## src/lsomc_params.svh

```systemverilog
// Constants for the low-speed oscillator and operating-mode control block.
// Assumes inclusion by bare name from the package, the control module and the testbench.
`ifndef LSOMC_PARAMS_SVH
`define LSOMC_PARAMS_SVH

// ****************************************************************
// Register byte offsets
// ****************************************************************
`define LSOMC_OFF_CTRL_ZERO   8'h00
`define LSOMC_OFF_CTRL_TWO    8'h04
`define LSOMC_OFF_STATUS      8'h08

// ****************************************************************
// Field positions
// ****************************************************************
`define LSOMC_BIT_LOW_POWER   0
`define LSOMC_BIT_CLK_SELECT  1
`define LSOMC_BIT_KEEP_RUN    0
`define LSOMC_BIT_MODE_LO     0
`define LSOMC_BIT_SLOW_OK     2
`define LSOMC_BIT_SLOW_RUN    3
`define LSOMC_BIT_SYSCLK_ON   4

// ****************************************************************
// Reset values
// ****************************************************************
`define LSOMC_RST_LOW_POWER   1'b0
`define LSOMC_RST_CLK_SELECT  1'b0
`define LSOMC_RST_KEEP_RUN    1'b1

// ****************************************************************
// Bus answers
// ****************************************************************
`define LSOMC_RESP_OKAY       2'h0
`define LSOMC_RESP_SLVERR     2'h2

`endif

```

## src/lsomc_pkg.sv

```systemverilog
// Types shared by the low-speed oscillator and mode control block.
// Assumes lsomc_params.svh sits in the same folder.
`include "lsomc_params.svh"

package lsomc_pkg;

    // ****************************************************************
    // Operating modes
    // ****************************************************************
    typedef enum logic [1:0] {
        MODE_NORMAL = 2'b00,
        MODE_SLOW   = 2'b01,
        MODE_IDLE   = 2'b10,
        MODE_SLEEP  = 2'b11
    } lsomc_mode_e;

    // High-speed source chosen by configuration option
    typedef enum logic [1:0] {
        FAST_EXT_XTAL = 2'b00,
        FAST_EXT_RC   = 2'b01,
        FAST_INT_RC   = 2'b10
    } lsomc_fast_e;

    // Static configuration options
    typedef struct packed {
        logic        large_variant;      // Dedicated slow crystal pins exist
        lsomc_fast_e fast_source;        // Selected high-speed oscillator
        logic        slow_xtal_enable;   // Low-speed crystal option chosen
        logic        slow_pins_as_gpio;  // Large variant: pins used as I/O
        logic        slow_rc_disable;    // Internal slow RC switched off
    } lsomc_cfg_s;

    // Oscillator and clock controls toward the analog cells
    typedef struct packed {
        logic       external_fast_crystal_osc_run;
        logic       external_rc_osc_run;
        logic       internal_fast_rc_osc_run;
        logic       low_speed_crystal_osc_run;
        logic       slow_xtal_low_power_sel;
        logic       internal_slow_rc_osc_run;
        logic       slow_xtal_pins_gpio;
        logic       sys_clk_enable;
        logic       sys_clk_slow;
    } lsomc_osc_s;

endpackage : lsomc_pkg

```

## src/lsomc_ctrl.sv

```systemverilog
// Operating-mode and low-speed oscillator control with an AXI4-Lite slave.
// Assumes configuration options are static and halt/wake come from the core
// on the same clock; the analog oscillators act on the osc output struct.
`timescale 1ns/1ps
`include "lsomc_params.svh"

module lsomc_ctrl
    import lsomc_pkg::*;
#(
    parameter int ADDR_W = 8
) (
    // Clock and reset
    input  wire logic              clk,
    input  wire logic              reset,
    // Configuration options
    input  wire lsomc_cfg_s        cfg,
    // Core halt and wake events
    input  wire logic              halt_req,
    input  wire logic              wake_req,
    // Oscillator controls and mode
    output lsomc_osc_s             osc,
    output lsomc_mode_e            mode,
    // AXI4-Lite write address
    input  wire logic [ADDR_W-1:0] s_axi_awaddr,
    input  wire logic              s_axi_awvalid,
    output logic                   s_axi_awready,
    // AXI4-Lite write data
    input  wire logic [31:0]       s_axi_wdata,
    input  wire logic [3:0]        s_axi_wstrb,
    input  wire logic              s_axi_wvalid,
    output logic                   s_axi_wready,
    // AXI4-Lite write response
    output logic [1:0]             s_axi_bresp,
    output logic                   s_axi_bvalid,
    input  wire logic              s_axi_bready,
    // AXI4-Lite read address
    input  wire logic [ADDR_W-1:0] s_axi_araddr,
    input  wire logic              s_axi_arvalid,
    output logic                   s_axi_arready,
    // AXI4-Lite read data
    output logic [31:0]            s_axi_rdata,
    output logic [1:0]             s_axi_rresp,
    output logic                   s_axi_rvalid,
    input  wire logic              s_axi_rready
);

    // ****************************************************************
    // Address decode
    // ****************************************************************

    typedef enum logic [1:0] {
        REG_ZERO   = 2'b00,
        REG_TWO    = 2'b01,
        REG_STATUS = 2'b10,
        REG_NONE   = 2'b11
    } lsomc_reg_e;

    // Shared by the read and write paths; low two address bits ignored
    function automatic lsomc_reg_e decode(input logic [ADDR_W-1:0] addr);
        logic [7:0] word;
        word = 8'(addr[ADDR_W-1:2]);
        if (word == 8'(`LSOMC_OFF_CTRL_ZERO >> 2)) begin
            decode = REG_ZERO;
        end else if (word == 8'(`LSOMC_OFF_CTRL_TWO >> 2)) begin
            decode = REG_TWO;
        end else if (word == 8'(`LSOMC_OFF_STATUS >> 2)) begin
            decode = REG_STATUS;
        end else begin
            decode = REG_NONE;
        end
    endfunction : decode

    // ****************************************************************
    // Control bits
    // ****************************************************************

    logic        slow_xtal_low_power_sel;
    logic        system_clock_select;
    logic        slow_xtal_keep_running;
    lsomc_mode_e next_mode;

    // Bus write capture
    logic [ADDR_W-1:0] aw_addr;
    logic              aw_held;
    logic [31:0]       w_data;
    logic [3:0]        w_strb;
    logic              w_held;
    logic              wr_fire;
    lsomc_reg_e        wr_reg;

    // One write lands per response; a pending answer blocks the next
    assign wr_fire = aw_held && w_held && !s_axi_bvalid;
    assign wr_reg  = decode(aw_addr);

    // ****************************************************************
    // Configuration-derived availability
    // ****************************************************************

    logic slow_xtal_configured;
    logic slow_xtal_on_halt;

    // Small parts share the fast oscillator pins with the crystal
    assign slow_xtal_configured = cfg.slow_xtal_enable &&
        (cfg.large_variant ? !cfg.slow_pins_as_gpio
                           : (cfg.fast_source == FAST_INT_RC));

    // Whether the crystal survives the halt instruction
    assign slow_xtal_on_halt = slow_xtal_configured &&
        (cfg.large_variant ? slow_xtal_keep_running
                           : 1'b1);

    // ****************************************************************
    // Control register writes
    // ****************************************************************

    // Low-power select: reset to quick start
    always_ff @(posedge clk) begin
        if (reset) begin
            slow_xtal_low_power_sel <= `LSOMC_RST_LOW_POWER;
        end else if (wr_fire && wr_reg == REG_ZERO && w_strb[0]) begin
            slow_xtal_low_power_sel <= w_data[`LSOMC_BIT_LOW_POWER];
        end
    end

    // Clock select register holds what software asked for
    always_ff @(posedge clk) begin
        if (reset) begin
            system_clock_select <= `LSOMC_RST_CLK_SELECT;
        end else if (wr_fire && wr_reg == REG_ZERO && w_strb[0]) begin
            system_clock_select <= w_data[`LSOMC_BIT_CLK_SELECT];
        end
    end

    // Keep-running bit exists on large parts only
    always_ff @(posedge clk) begin
        if (reset) begin
            slow_xtal_keep_running <= `LSOMC_RST_KEEP_RUN;
        end else if (wr_fire && wr_reg == REG_TWO && w_strb[0]
                     && cfg.large_variant) begin
            slow_xtal_keep_running <= w_data[`LSOMC_BIT_KEEP_RUN];
        end
    end

    // ****************************************************************
    // Mode state machine
    // ****************************************************************

    logic slow_wanted;

    // Without a crystal the select stays on the fast clock, no glitch
    assign slow_wanted = system_clock_select && slow_xtal_configured;

    // Halt ignores the clock select; wake returns to the selected run mode
    always_comb begin
        next_mode = mode;
        case (mode)
            MODE_NORMAL, MODE_SLOW: begin
                if (halt_req) begin
                    next_mode = slow_xtal_on_halt ? MODE_IDLE : MODE_SLEEP;
                end else begin
                    next_mode = slow_wanted ? MODE_SLOW : MODE_NORMAL;
                end
            end
            MODE_IDLE, MODE_SLEEP: begin
                if (wake_req) begin
                    next_mode = slow_wanted ? MODE_SLOW : MODE_NORMAL;
                end
            end
            default: begin
                next_mode = MODE_NORMAL;
            end
        endcase
    end

    // Mode register
    always_ff @(posedge clk) begin
        if (reset) begin
            mode <= MODE_NORMAL;
        end else begin
            mode <= next_mode;
        end
    end

    // ****************************************************************
    // Oscillator and clock controls
    // ****************************************************************

    logic running;
    logic fast_on;

    // Core clock runs only in Normal and Slow
    assign running = (mode == MODE_NORMAL) || (mode == MODE_SLOW);
    // Fast source only in Normal; Slow, Idle and Sleep stop it
    assign fast_on = (mode == MODE_NORMAL);

    // Registered so the analog controls never see decode glitches
    always_ff @(posedge clk) begin
        if (reset) begin
            osc <= '0;
        end else begin
            osc.external_fast_crystal_osc_run <=
                fast_on && cfg.fast_source == FAST_EXT_XTAL;
            osc.external_rc_osc_run <=
                fast_on && cfg.fast_source == FAST_EXT_RC;
            osc.internal_fast_rc_osc_run <=
                fast_on && cfg.fast_source == FAST_INT_RC;
            // Stopped only by Sleep; Slow and Idle keep it running
            osc.low_speed_crystal_osc_run <=
                slow_xtal_configured && (running || slow_xtal_on_halt);
            // Start-up time differs, oscillation itself does not
            osc.slow_xtal_low_power_sel <= slow_xtal_low_power_sel;
            osc.internal_slow_rc_osc_run <= !cfg.slow_rc_disable;
            osc.slow_xtal_pins_gpio <=
                cfg.large_variant && cfg.slow_pins_as_gpio;
            osc.sys_clk_enable <= running;
            osc.sys_clk_slow <= (mode == MODE_SLOW);
        end
    end

    // ****************************************************************
    // AXI4-Lite write channel
    // ****************************************************************

    // Each half refused until the response handshake frees it
    assign s_axi_awready = !aw_held;
    assign s_axi_wready  = !w_held;

    // Address and data taken in either order, released after response
    always_ff @(posedge clk) begin
        if (reset) begin
            aw_held <= 1'b0;
            aw_addr <= '0;
        end else if (s_axi_awvalid && !aw_held) begin
            aw_held <= 1'b1;
            aw_addr <= s_axi_awaddr;
        end else if (s_axi_bvalid && s_axi_bready) begin
            aw_held <= 1'b0;
        end
    end

    // Write data holding
    always_ff @(posedge clk) begin
        if (reset) begin
            w_held <= 1'b0;
            w_data <= '0;
            w_strb <= '0;
        end else if (s_axi_wvalid && !w_held) begin
            w_held <= 1'b1;
            w_data <= s_axi_wdata;
            w_strb <= s_axi_wstrb;
        end else if (s_axi_bvalid && s_axi_bready) begin
            w_held <= 1'b0;
        end
    end

    // Response; status and unmapped words answer with an error
    always_ff @(posedge clk) begin
        if (reset) begin
            s_axi_bvalid <= 1'b0;
            s_axi_bresp  <= `LSOMC_RESP_OKAY;
        end else if (wr_fire) begin
            s_axi_bvalid <= 1'b1;
            s_axi_bresp  <= (wr_reg == REG_ZERO || wr_reg == REG_TWO)
                            ? `LSOMC_RESP_OKAY : `LSOMC_RESP_SLVERR;
        end else if (s_axi_bready) begin
            s_axi_bvalid <= 1'b0;
        end
    end

    // ****************************************************************
    // AXI4-Lite read channel
    // ****************************************************************

    logic [31:0] rd_word;
    lsomc_reg_e  rd_reg;

    // One read outstanding; the address waits while data stands
    assign s_axi_arready = !s_axi_rvalid;
    assign rd_reg        = decode(s_axi_araddr);

    // Read mux; unused bits read as zero
    always_comb begin
        rd_word = '0;
        case (rd_reg)
            REG_ZERO: begin
                rd_word[`LSOMC_BIT_LOW_POWER]  = slow_xtal_low_power_sel;
                rd_word[`LSOMC_BIT_CLK_SELECT] = system_clock_select;
            end
            REG_TWO: begin
                // Absent on small parts, so it reads zero there
                rd_word[`LSOMC_BIT_KEEP_RUN] =
                    cfg.large_variant && slow_xtal_keep_running;
            end
            REG_STATUS: begin
                rd_word[`LSOMC_BIT_MODE_LO +: 2] = mode;
                rd_word[`LSOMC_BIT_SLOW_OK]  = slow_xtal_configured;
                rd_word[`LSOMC_BIT_SLOW_RUN] = osc.low_speed_crystal_osc_run;
                rd_word[`LSOMC_BIT_SYSCLK_ON] = osc.sys_clk_enable;
            end
            default: begin
                rd_word = '0;
            end
        endcase
    end

    // Read data registered on the same edge that takes the address
    always_ff @(posedge clk) begin
        if (reset) begin
            s_axi_rvalid <= 1'b0;
            s_axi_rdata  <= '0;
            s_axi_rresp  <= `LSOMC_RESP_OKAY;
        end else if (s_axi_arvalid && !s_axi_rvalid) begin
            s_axi_rvalid <= 1'b1;
            s_axi_rdata  <= rd_word;
            s_axi_rresp  <= (rd_reg == REG_NONE)
                            ? `LSOMC_RESP_SLVERR : `LSOMC_RESP_OKAY;
        end else if (s_axi_rready) begin
            s_axi_rvalid <= 1'b0;
        end
    end

endmodule : lsomc_ctrl

```

## config.mk

```make
export PLATFORM = sky130hd
export DESIGN_NAME = lsomc_ctrl
export DESIGN_NICKNAME = d
export VERILOG_FILES = /design/src/lsomc_pkg.sv /design/src/lsomc_ctrl.sv
export VERILOG_INCLUDE_DIRS = /design/src
export SDC_FILE = /design/constraint.sdc
export NUM_CORES = 1
export LEC_CHECK = 0
export CAP_MARGIN = 30
export CORE_ASPECT_RATIO = 0.9
export CORE_MARGIN = 2
export CORE_UTILIZATION = 30
export DETAILED_ROUTE_END_ITERATION = 7
export DONT_BUFFER_PORTS = 1
export PLACE_DENSITY = 0.53
export SYNTH_ARGS = -nofsm -noshare
export SYNTH_HDL_FRONTEND = slang
export SYNTH_SLANG_ARGS = --single-unit
```

## constraint.sdc

```tcl
create_clock -name clk -period 1.8 [get_ports clk]
set_input_delay 0.54 -clock clk [delete_from_list [all_inputs] [get_ports clk]]
set_output_delay 0.54 -clock clk [all_outputs]
set_load 0.02 [all_outputs]
```

# Word level (Yosys, flattened, before mapping)
# Index checks and enable logic that the tools add are counted.
[classes] n_eq_ne=14 muxes=25 reduce_logical=41
[op_table] op="1-bit logical AND" count=20
[op_table] op="2-bit 2-to-1 mux" count=8
[op_table] op="1-bit 2-to-1 mux" count=13
[op_table] op="6-bit by 1-bit equality test with 1-bit output, second input constant" count=2
[op_table] op="6-bit by 2-bit equality test with 1-bit output, second input constant" count=2
[op_table] op="6-bit zero test" count=2
[op_table] op="2-bit equality test, second input constant" count=5
[op_table] op="2-bit by 1-bit equality test with 1-bit output, second input constant" count=4
[op_table] op="2-bit zero test" count=4
[op_table] op="2-bit nonzero test" count=4
[op_table] op="1-bit zero test" count=6
[op_table] op="2-bit one-hot mux with 2 select lines" count=1
[op_table] op="2-bit OR reduction" count=2
[op_table] op="1-bit logical OR" count=3
[op_table] op="3-bit 2-to-1 mux" count=1
[op_table] op="1-bit one-hot mux with 3 select lines" count=1
[op_table] op="2-bit != test, second input constant" count=1
[op_table] op="1-bit one-hot mux with 2 select lines" count=1
[totals] register_bits=38 input_bits=67 out_inout_bits=52

# Longest topological paths before layout
# Gate-level depths: netlist of the first run.
[depth] ltp_word=8 depth_mapped=4 ltp_nobuf=3

# Worst setup path after synthesis of the first run
# No wires, ideal clock.
[synth_path] path_kind="in2reg" start="input port s_axi_araddr[7]" end="register s_axi_rdata[1]" setup_time_ns=0.071 arrival_ns=1.543 path_slack_ns=0.187 cell_stages=3 path_cell_list="nor4_2 or4b_1 a21oi_1"
[synth_via] elab_chain_len=6 elab_cells_between_ends=9
[synth_lines] item="from (decl)" line_no="lsomc_ctrl.sv:37" text="input wire logic [ADDR_W-1:0] s_axi_araddr,"
[synth_lines] item="6-bit by 2-bit equality test with 1-bit output" line_no="lsomc_ctrl.sv:66" text="end else if (word == 8'(`LSOMC_OFF_STATUS >> 2)) begin"
[synth_lines] item="1-bit 2-to-1 mux" line_no="lsomc_ctrl.sv:66"
[synth_lines] item="2-bit 2-to-1 mux" line_no="lsomc_ctrl.sv:64" text="end else if (word == 8'(`LSOMC_OFF_CTRL_TWO >> 2)) begin"
[synth_lines] item="2-bit 2-to-1 mux (*)" line_no="lsomc_ctrl.sv:62" text="if (word == 8'(`LSOMC_OFF_CTRL_ZERO >> 2)) begin"
[synth_lines] item="2-bit equality test or 2-bit zero test (tied branches)" line_no="lsomc_ctrl.sv:284" text="case (rd_reg)"
[synth_lines] item="1-bit one-hot mux with 2 select lines (*)" line_no="lsomc_ctrl.sv:284"
[synth_lines] item="to (signal assigned)" line_no="lsomc_ctrl.sv:314" text="s_axi_rdata <= rd_word;"
[synth_lines] item="to (decl)" line_no="lsomc_ctrl.sv:41" text="output logic [31:0] s_axi_rdata,"
# Every way passes the cells marked *; elsewhere a longest branch is shown, timed or not.
# A chain may end at the register's enable or synchronous reset.

# Worst setup path after layout of the first run
[layout_path] start="register aw_addr[6]" end="register slow_xtal_low_power_sel"
[layout_via] elab_chain_len=7 elab_cells_between_ends=9
[layout_lines] item="from (decl)" line_no="lsomc_ctrl.sv:83" text="logic [ADDR_W-1:0] aw_addr;"
[layout_lines] item="from (signal assigned)" line_no="lsomc_ctrl.sv:235" text="aw_addr <= s_axi_awaddr;"
[layout_lines] item="6-bit by 2-bit equality test with 1-bit output" line_no="lsomc_ctrl.sv:66"
[layout_lines] item="1-bit 2-to-1 mux" line_no="lsomc_ctrl.sv:66"
[layout_lines] item="2-bit 2-to-1 mux" line_no="lsomc_ctrl.sv:64"
[layout_lines] item="2-bit 2-to-1 mux (*)" line_no="lsomc_ctrl.sv:62"
[layout_lines] item="2-bit zero test (*)" line_no="lsomc_ctrl.sv:120" text="end else if (wr_fire && wr_reg == REG_ZERO && w_strb[0]) begin"
[layout_lines] item="1-bit logical AND (*) (2 in series)" line_no="lsomc_ctrl.sv:120"
[layout_lines] item="to (signal assigned)" line_no="lsomc_ctrl.sv:119" text="slow_xtal_low_power_sel <= `LSOMC_RST_LOW_POWER;"
[layout_lines] item="to (signal assigned)" line_no="lsomc_ctrl.sv:121" text="slow_xtal_low_power_sel <= w_data[`LSOMC_BIT_LOW_POWER];"
[layout_lines] item="to (decl)" line_no="lsomc_ctrl.sv:77" text="logic slow_xtal_low_power_sel;"
# Marked as above.

==> results of run 1 <==
==> final timing paths <==
check	start	to	slack (ns)	depth (start not counted)
setup / recovery	aw_addr[6]	slow_xtal_low_power_sel	0.13	3
hold / removal	reset	osc[3]	0.32	1
setup reg to reg	aw_addr[6]	slow_xtal_low_power_sel	0.13	3
hold reg to reg	slow_xtal_low_power_sel	osc[4]	0.46	2
==> cell type report <==
| cell class | count | area (µm²) |
|---|---|---|
| multi-input cells | 121 | 729.5 |
| flip-flops and latches | 34 | 680.7 |
| inverters | 6 | 22.52 |
| clock buffers | 7 | 76.32 |
| fillers | 534 | 3312 |
| repair buffers | 3 | 22.52 |
| well taps | 65 | 81.33 |
==> kinds of logic (layout without fill, tap and decap cells) <==
logic type             count (synthesis)  after routing  share of synthesized area, %
AND/OR/NAND/NOR                       62             62                         23.52
flip-flops                            34             34                         43.52
AO/OA/AOI/OAI                         17             17                         7.760
multiplexers                          13             13                         8.400
other                                  1             29                        0.2398
buffers and inverters                 40             16                         16.56
==> layer usage <==
layer,wire (µm),vias up
met5,0,-
met4,38,0
met3,295,4
met2,1360,52
met1,1502,474
li1,-,517
==> cell usage in the layout (no fill, tap or decap), types with 2 or more instances in the layout <==
cell type  count
dfxtp_1       34
conb_1        29
nor2_1        18
mux2i_1       12
nand2_1       10
a21oi_1        7
inv_1          6
nor2b_1        5
clkbuf_8       5
nand2b_1       4
nor3_1         3
buf_4          3
nor4bb_1       2
a32oi_1        2
nand3b_1       2
nand3_1        2
nor4_1         2
nor4b_1        2
and2_1         2
clkbuf_1       2
==> critical path, cell delays in order, from the launching register on <==
cell and delay, ns:
dfxtp_1 0.31, or4_4 0.57, nor4_4 0.34, mux2_1 0.34
==> registers in the layout, indices dropped and copies added, names as in the netlist, 2 cells and up <==
register	cells
osc	9
w_data	2
aw_addr	6
mode	2
s_axi_rdata	5
==> power by group <==
| group | internal, mW | switching (mW) |
|---|---|---|
| clock | 0.266 | 0.250 |
| combinational | 0.0554 | 0.112 |
| sequential | 0.787 | 0.0516 |
==> per-stage QoR <==
stage	hold slack (ns)	util, %
CTS	0.3069	32.75
floorplan	0.4243	-
global route	0.2983	32.75
finish	0.3165	32.75
global placement	0.4484	31.20
detailed placement	0.4549	31.20
==> impl_metrics.csv, run 1 <==
group,metric,value,unit
status,run_status,"finished, final reports clean",
final_layout,syn_to_final_growth,3.120,%
logic_synthesis,yosys.cell_count.top_type,"dfxtp_1",
logic_synthesis,synth_sequential_area_ratio,43.52,%
logic_synthesis,synthesis.instances,167,
floorplanning,initial_utilization,31.76,%
power_and_ir_drop,p_per_area,943.7,mW/mm²
timing,fin_skew,0.004965,ns
power_and_ir_drop,total_power,1.522,mW
final_layout,layout.nets,238,
global_route,globalRouteOverflowTotal,0,
timing,setup_tns,0,ns
routing,route.detailed.vias_per_inst,4.436,
worst_setup_path,setup.worst_path.start_class,"register",
logic_synthesis,synth-seq-cells,34,
worst_hold_path,hold_path_class,"in -> reg",
floorplanning,fp.dieW,80.11,µm
logic_synthesis,synth.top_cells.by_count,"dfxtp_1 (34), buf_4 (29), nor2_1 (18)",
logic_synthesis,syn_area,0.001564,mm²
final_layout,final_design_area_no_fill,0.001613,mm²
floorplanning,pin_count,119,
timing,fmax,0.5991,GHz
placed_design,place_congestion,0.7546,
worst_setup_path,critical_path.max_fanout,3,
clock_network,cts_resized,0,
floorplanning,dieHeight,72.50,µm
timing,worst-slew-pin-transition,0.5134,ns
routing,wl_per_cell,13.55,µm
global_route,grt.met3_usage,5.721,%
power_and_ir_drop,vdd.ir_drop.worst,0.3752,mV
worst_setup_path,worstPathArrival,1.84,ns
global_route,grt_util_met1,16.33,%
clock_network,clockBufferDepth,2,
floorplanning,std_cell_rows,24,
global_route,first_global_vias,988,
final_layout,post_route_cells_drive_above_1_share,7.018,%
global_route,global_route.usage.met2,15.83,%
placed_design,post-place-cells,229,
logic_synthesis,synth_top_area_share,43.52,%
clock_network,worst_setup_hold_path_clk_slew,0.07,ns
clock_network,clock_tree.htree_level_count,2,
clock_network,clock_tree_from_tritoncts,"done",
floorplanning,die_area,0.005808,mm²
placed_design,post-place-ws,0.1199,ns
logic_synthesis,main_area_contributors_after_synthesis,"dfxtp_1 (44%), buf_4 (14%), mux2i_1 (7.7%)",
timing,timing_hold_violations_final,0,
final_layout,final_cell_count_no_fill,236,
global_route,grt_pass1_wl,5188,µm
routing,routed_wl,3197,µm
clock_network,cts-hold-fix-buffers,0,
clock_network,numClockSinks,34,
power_and_ir_drop,cellLeakagePower,0.6491,nW
final_layout,insertedDiodeCount,0,
logic_synthesis,ys_async_sr_fraction,0,%
timing,setup_repair_after_global_routing_missed_its_margin,"false",
clock_network,root_buffer,"clkbuf_8",
timing,worst_case_setup_margin_in_the_final_layout,0.1308,ns
floorplanning,core_area,0.004925,mm²
worst_setup_path,crit_type,"reg -> reg",
routing,post-route-drc-count,0,
placed_design,dpl_wire_length,2337,µm
logic_synthesis,synth_enable_flop_cells,0,
global_route,grt_antenna_before_repair,0,
global_route,busiest_layer,"met1",
logic_synthesis,synth.avg_cell_area,9.365,µm²
timing,final.min_clock_period,1.669,ns
routing,detailedRoute.firstIterationViolations,38,
logic_synthesis,primary_ff_master_synth,"dfxtp_1",
timing,finalSetupViolCount,0,
worst_setup_path,critical_path.endpoint_type,"register",
clock_network,post_cts_setup_buffer_count,0,
worst_setup_path,required,1.97,ns
logic_synthesis,post-synth-top-area-cell,"dfxtp_1",
clock_network,number_of_clock_buffers_inserted_by_tritoncts,5,
routing,number_of_nets_still_failing_antenna_checks_after_routing,0,
timing,timing.final.max_slew_violations,0,
flow_run,cap_viol_max_count,0,
timing,maxSlewHeadroom,65.31,%
routing,firstDrtPassIters,4,
clock_network,worst_skew_pair.late_latency,0.28,ns
placed_design,io_buffers,0,
placed_design,place_area,0.001536,mm²
timing,final_period_util,92.73,%
logic_synthesis,ys_warn_count,0,
routing,vias,1047,
global_route,largest_net_degree_at_the_start_of_global_routing,31,
logic_synthesis,ys_types,39,
global_route,global_router_s_overall_resource_usage,11.85,%
Power figures use the tool's default switching activity.
==> run 2: changes to the inputs <==
==> constraint.sdc (replaced) <==
create_clock -name clk -period 1.8 [get_ports clk]
set_input_delay 0.18 -clock clk [delete_from_list [all_inputs] [get_ports clk]]
set_output_delay 0.18 -clock clk [all_outputs]
set_load 0.02 [all_outputs]
==> run 2 against run 1 <==
Critical path depth unchanged. Core utilization up 1.2 points. Die area unchanged. Combinational power grew 10%. Hold slack got worse by 0.27 ns. Critical path type unchanged.
==> impl_metrics.csv, run 2 (synthesis gave the netlist of run 1 again) <==
group,metric,value,unit
final_layout,largest_register,"osc",
worst_setup_path,crit_path_top_delay_cell,"or4_4",
routing,route.detailed.vias_per_inst,4.560,
floorplanning,dieHeight,72.50,µm
timing,hold-worst-slack,0.04243,ns
global_route,largest_net_degree_at_the_start_of_global_routing,24,
timing,worst-slew-pin-transition,0.9094,ns
global_route,grt_pass1_wl,5140,µm
placed_design,place_congestion,0.7704,
routing,detailedRoute.firstIterationViolations,44,
routing,vias,1099,
timing,final.min_clock_period,1.659,ns
final_layout,post_route_cells_drive_above_1_share,7.955,%
timing,fin_skew,0.005614,ns
floorplanning,fp.dieW,80.11,µm
worst_setup_path,critical_path.max_fanout,3,
worst_setup_path,critical_path_stages,3,
global_route,grt_antenna_before_repair,0,
worst_setup_path,required,1.97,ns
timing,final_period_util,92.17,%
worst_setup_path,setup.reg_to_reg.worst_slack,0.14,ns
clock_network,worst_setup_hold_path_clk_slew,0.07,ns
worst_setup_path,critical_path.endpoint_type,"register",
power_and_ir_drop,vdd.ir_drop.worst,0.4367,mV
worst_setup_path,cp_delay_by_family_top,"simple AND/OR/NAND/NOR gates",
status,run_status,"finished, final reports clean",
worst_setup_path,critPathBufInv,0,
timing,timing_hold_violations_final,0,
routing,routed_wl,3227,µm
worst_hold_path,hold_depth,2,
routing,wl_per_cell,13.39,µm
routing,number_of_nets_still_failing_antenna_checks_after_routing,0,
floorplanning,core_area,0.004925,mm²
clock_network,numClockSinks,34,
clock_network,clock_tree.htree_level_count,2,
power_and_ir_drop,p_per_area,956.9,mW/mm²
clock_network,clock_tree_from_tritoncts,"done",
floorplanning,die_area,0.005808,mm²
floorplanning,initial_utilization,31.76,%
global_route,globalRouteOverflowTotal,0,
worst_setup_path,cpPeakStageDelay,0.57,ns
clock_network,number_of_clock_buffers_inserted_by_tritoncts,5,
worst_setup_path,cp_cell_sequence,"or4_4, nor4_4, mux2_1",
clock_network,worst_skew_pair.late_latency,0.28,ns
final_layout,most_common_library_cell_in_the_layout_ignoring_fill_and_taps,"dfxtp_1",
placed_design,dpl_wire_length,2290,µm
routing,post-route-drc-count,0,
worst_hold_path,hold_path_class,"in -> reg",
floorplanning,pin_count,119,
worst_setup_path,setup.worst_path.start_class,"register",
final_layout,final_cell_mix,"dfxtp_1 (34), conb_1 (29), nor2_1 (18)",
final_layout,layout_top_registers,"osc: 9 flops, aw_addr: 6 flops, s_axi_rdata: 5 flops",
global_route,first_global_vias,1000,
final_layout,insertedDiodeCount,0,
timing,timing.final.max_slew_violations,0,
timing,fmax,0.6028,GHz
worst_setup_path,worstPathArrival,1.83,ns
clock_network,root_buffer,"clkbuf_8",
timing,setup_tns,0,ns
timing,maxSlewHeadroom,39.37,%
floorplanning,std_cell_rows,24,
global_route,global_router_s_overall_resource_usage,11.76,%
placed_design,io_buffers,0,
clock_network,clockBufferDepth,2,
worst_setup_path,crit_type,"reg -> reg",
clock_network,post_cts_setup_buffer_count,0,
final_layout,layout.filler_cells,512,
power_and_ir_drop,cellLeakagePower,0.6860,nW
final_layout,max_ffs_per_register,9,
worst_setup_path,reg2reg_depth,3,
timing,finalSetupViolCount,0,
final_layout,syn_to_final_growth,6.800,%
timing,setup_repair_after_global_routing_missed_its_margin,"false",
flow_run,cap_viol_max_count,0,
final_layout,layout.nets,242,
routing,firstDrtPassIters,4,
-- run 2: metal layers --
layer	track usage, %	wire (µm)
met3	4.353	279
met1	15.76	1540
met5	0	0
met2	16.39	1337
met4	6.215	70
-- run 2: cell type report --
type	count	area, µm²	area share [%]
Multi-Input combinational cell	121	729.5	43.67
Sequential cell	34	680.7	40.75
Clock buffer	7	86.33	5.169
Tap cell	65	81.33	4.869
Timing Repair Buffer	7	65.06	3.895
Inverter	6	22.52	1.348
Clock inverter	1	5.005	0.2996
-- run 2: metrics by stage --
step	total power, mW	area [µm²]	setup WS, ns	cells	utilization (%)
after global routing	1.677	1670	0.06364	241	33.92
final	1.598	1670	0.1410	241	33.92
after detailed placement	1.024	1536	0.1379	229	31.20
after global placement	1.022	1536	0.1388	229	31.20
after CTS	1.622	1668	0.02123	241	33.87
after floorplan	1.051	1669	0.2093	195	-
-- run 2: worst register-to-register path, stage by stage, from the launching register on --
cell     delay, ns
dfxtp_1       0.31
or4_4         0.57
nor4_4        0.32
mux2_1        0.34
-- run 2: worst paths after layout --
path                                           endpoint                     from
worst max-delay path            slow_xtal_low_power_sel               aw_addr[6]
worst min register to register                   osc[4]  slow_xtal_low_power_sel
worst max register to register  slow_xtal_low_power_sel               aw_addr[6]
worst min-delay path                         aw_addr[2]          s_axi_awaddr[2]
-- run 2: repair_timing --
item                       4_1_cts  5_1_grt
hold buffers                     4        0
gates resized for setup          0        1
hold endpoints to repair        26        0
setup endpoints to repair        0        1
-- run 2: where the power goes --
part,internal (mW),total (mW),switching (mW)
sequential,0.787,0.839,0.0514
clock,0.308,0.576,0.267
combinational,0.0615,0.184,0.123
total,1.16,1.60,0.441
==> run 3: changes to the inputs <==
CORE_ASPECT_RATIO = unset   (was 0.9)
==> run 3 against run 2 <==
Die area barely moved. Core utilization fell by 0.58 points. Final cell count rose by 2.9%. Non-clock buffer count rose by 2. Routed wire length fell by 5.0%. Global-route usage fell by 1.3 points. Clock power barely moved. Hold slack improved by 0.0084 ns. First-iteration DRC count rose by 68%. Clock skew fell by 0.00083 ns.
==> impl_metrics.csv, run 3 (synthesis gave the netlist of run 1 again) <==
group,metric,value,unit
power_and_ir_drop,cellLeakagePower,0.6850,nW
routing,detailedRoute.firstIterationViolations,74,
timing,final_period_util,93.21,%
clock_network,root_buffer,"clkbuf_8",
routing,vias,1082,
worst_hold_path,hold_path_class,"in -> reg",
clock_network,worst_setup_hold_path_clk_slew,0.07,ns
timing,setup_tns,0,ns
floorplanning,die_area,0.005807,mm²
final_layout,most_common_library_cell_in_the_layout_ignoring_fill_and_taps,"dfxtp_1",
final_layout,final_cell_count_no_fill,248,
worst_setup_path,critical_path.endpoint_type,"register",
worst_setup_path,startpoint,"aw_addr[6]",
clock_network,post_cts_setup_buffer_count,0,
placed_design,place_congestion,0.7268,
flow_run,cap_viol_max_count,0,
clock_network,clockBufferDepth,2,
final_layout,final_design_area_no_fill,0.001692,mm²
timing,final.min_clock_period,1.678,ns
global_route,largest_net_degree_at_the_start_of_global_routing,23,
power_and_ir_drop,vdd.ir_drop.worst,0.5695,mV
floorplanning,fp.dieW,76.21,µm
final_layout,final_cell_mix,"dfxtp_1 (34), conb_1 (29), nor2_1 (18)",
final_layout,layout.nets,244,
floorplanning,pin_count,119,
worst_setup_path,worst_r2r_src,"aw_addr[6]",
worst_setup_path,critical_path.max_fanout,3,
global_route,grt_antenna_before_repair,0,
final_layout,post_route_cells_drive_above_1_share,8.427,%
status,run_status,"finished, final reports clean",
clock_network,clock_tree_from_tritoncts,"done",
clock_network,number_of_clock_buffers_inserted_by_tritoncts,5,
timing,timing.final.max_slew_violations,0,
worst_setup_path,reg2reg_depth,3,
routing,firstDrtPassIters,4,
timing,setup_repair_after_global_routing_missed_its_margin,"false",
timing,timing_hold_violations_final,0,
final_layout,insertedDiodeCount,0,
floorplanning,initial_utilization,30.82,%
worst_setup_path,required,1.96,ns
clock_network,worst_skew_pair.late_latency,0.27,ns
worst_setup_path,setup.worst_path.start_class,"register",
timing,fin_skew,0.004787,ns
final_layout,layout_top_registers,"osc: 9 flops, aw_addr: 6 flops, s_axi_rdata: 5 flops",
placed_design,post-place-cells,235,
clock_network,numClockSinks,34,
timing,finalSetupViolCount,0,
final_layout,layout.filler_cells,554,
final_layout,syn_to_final_growth,8.160,%
routing,route.detailed.vias_per_inst,4.363,
placed_design,dpl_wire_length,2213,µm
routing,number_of_nets_still_failing_antenna_checks_after_routing,0,
global_route,globalRouteOverflowTotal,0,
routing,wl_per_cell,12.36,µm
placed_design,io_buffers,0,
floorplanning,dieHeight,76.21,µm
clock_network,clock_tree.htree_level_count,2,
floorplanning,std_cell_rows,26,
clock_network,cts_resized,0,
routing,post-route-drc-count,0,
global_route,first_global_vias,1007,
power_and_ir_drop,p_per_area,943.3,mW/mm²
worst_setup_path,worstPathArrival,1.84,ns
floorplanning,core_area,0.005075,mm²
global_route,grt_pass1_wl,4892,µm
placed_design,place_area,0.001550,mm²
timing,worst-slew-pin-transition,0.8573,ns
final_layout,max_ffs_per_register,9,
routing,routed_wl,3065,µm
worst_setup_path,crit_type,"reg -> reg",
worst_hold_path,hold_depth,1,
worst_hold_path,hold_sp,"cfg[5]",
timing,maxSlewHeadroom,42.66,%
final_layout,largest_register,"osc",
global_route,global_router_s_overall_resource_usage,10.48,%
timing,hold-worst-slack,0.05081,ns
timing,fmax,0.5961,GHz
==> run 3: area by class of cell <==
class	count	area (µm²)	share of cell area (%)
multi-input combinational	121	729.5	43.12
sequential	34	680.7	40.24
tap	70	87.58	5.178
clock buffer	7	86.33	5.104
timing repair buffer	9	80.08	4.734
inverter	6	22.52	1.331
clock inverter	1	5.005	0.2959
==> run 3: per-stage QoR <==
stage | utilization, % | setup slack [ns] | power (mW)
detailed placement | 30.55 | 0.1183 | 1.023
global route | 33.33 | 0.07718 | 1.678
global placement | 30.55 | 0.1305 | 1.022
CTS | 33.14 | 0.1099 | 1.608
floorplan | - | 0.2093 | 1.051
finish | 33.33 | 0.1223 | 1.596
==> run 3: timing repair <==
| item | in CTS | in global routing |
|---|---|---|
| endpoints found under the hold margin | 25 | 1 |
| setup endpoints to repair | 0 | 0 |
| hold buffers | 4 | 1 |
==> run 3: critical path, stage by stage, from the launching register on <==
cell and delay [ns]:
dfxtp_1 0.32, or4_4 0.56, nor4_4 0.34, mux2_1 0.35
==> run 3: layer usage <==
layer / up-vias / wire, µm / track usage, %
met4: 0 / 6 / 1.636
met1: 489 / 1356 / 12.76
li1: 535 / - / -
met5: - / 0 / 0
met3: 2 / 378 / 6.280
met2: 56 / 1323 / 16.19
==> run 3: power by group <==
| part | switching [mW] | total [mW] | internal [mW] |
|---|---|---|---|
| clock | 0.264 | 0.573 | 0.309 |
| combinational | 0.124 | 0.188 | 0.0646 |
| sequential | 0.0477 | 0.835 | 0.787 |
==> run 3: worst paths after layout <==
kind,to,slack [ns]
hold / removal,osc[2],0.05
hold reg to reg,osc[4],0.46
setup / recovery,slow_xtal_low_power_sel,0.12
setup reg to reg,slow_xtal_low_power_sel,0.12
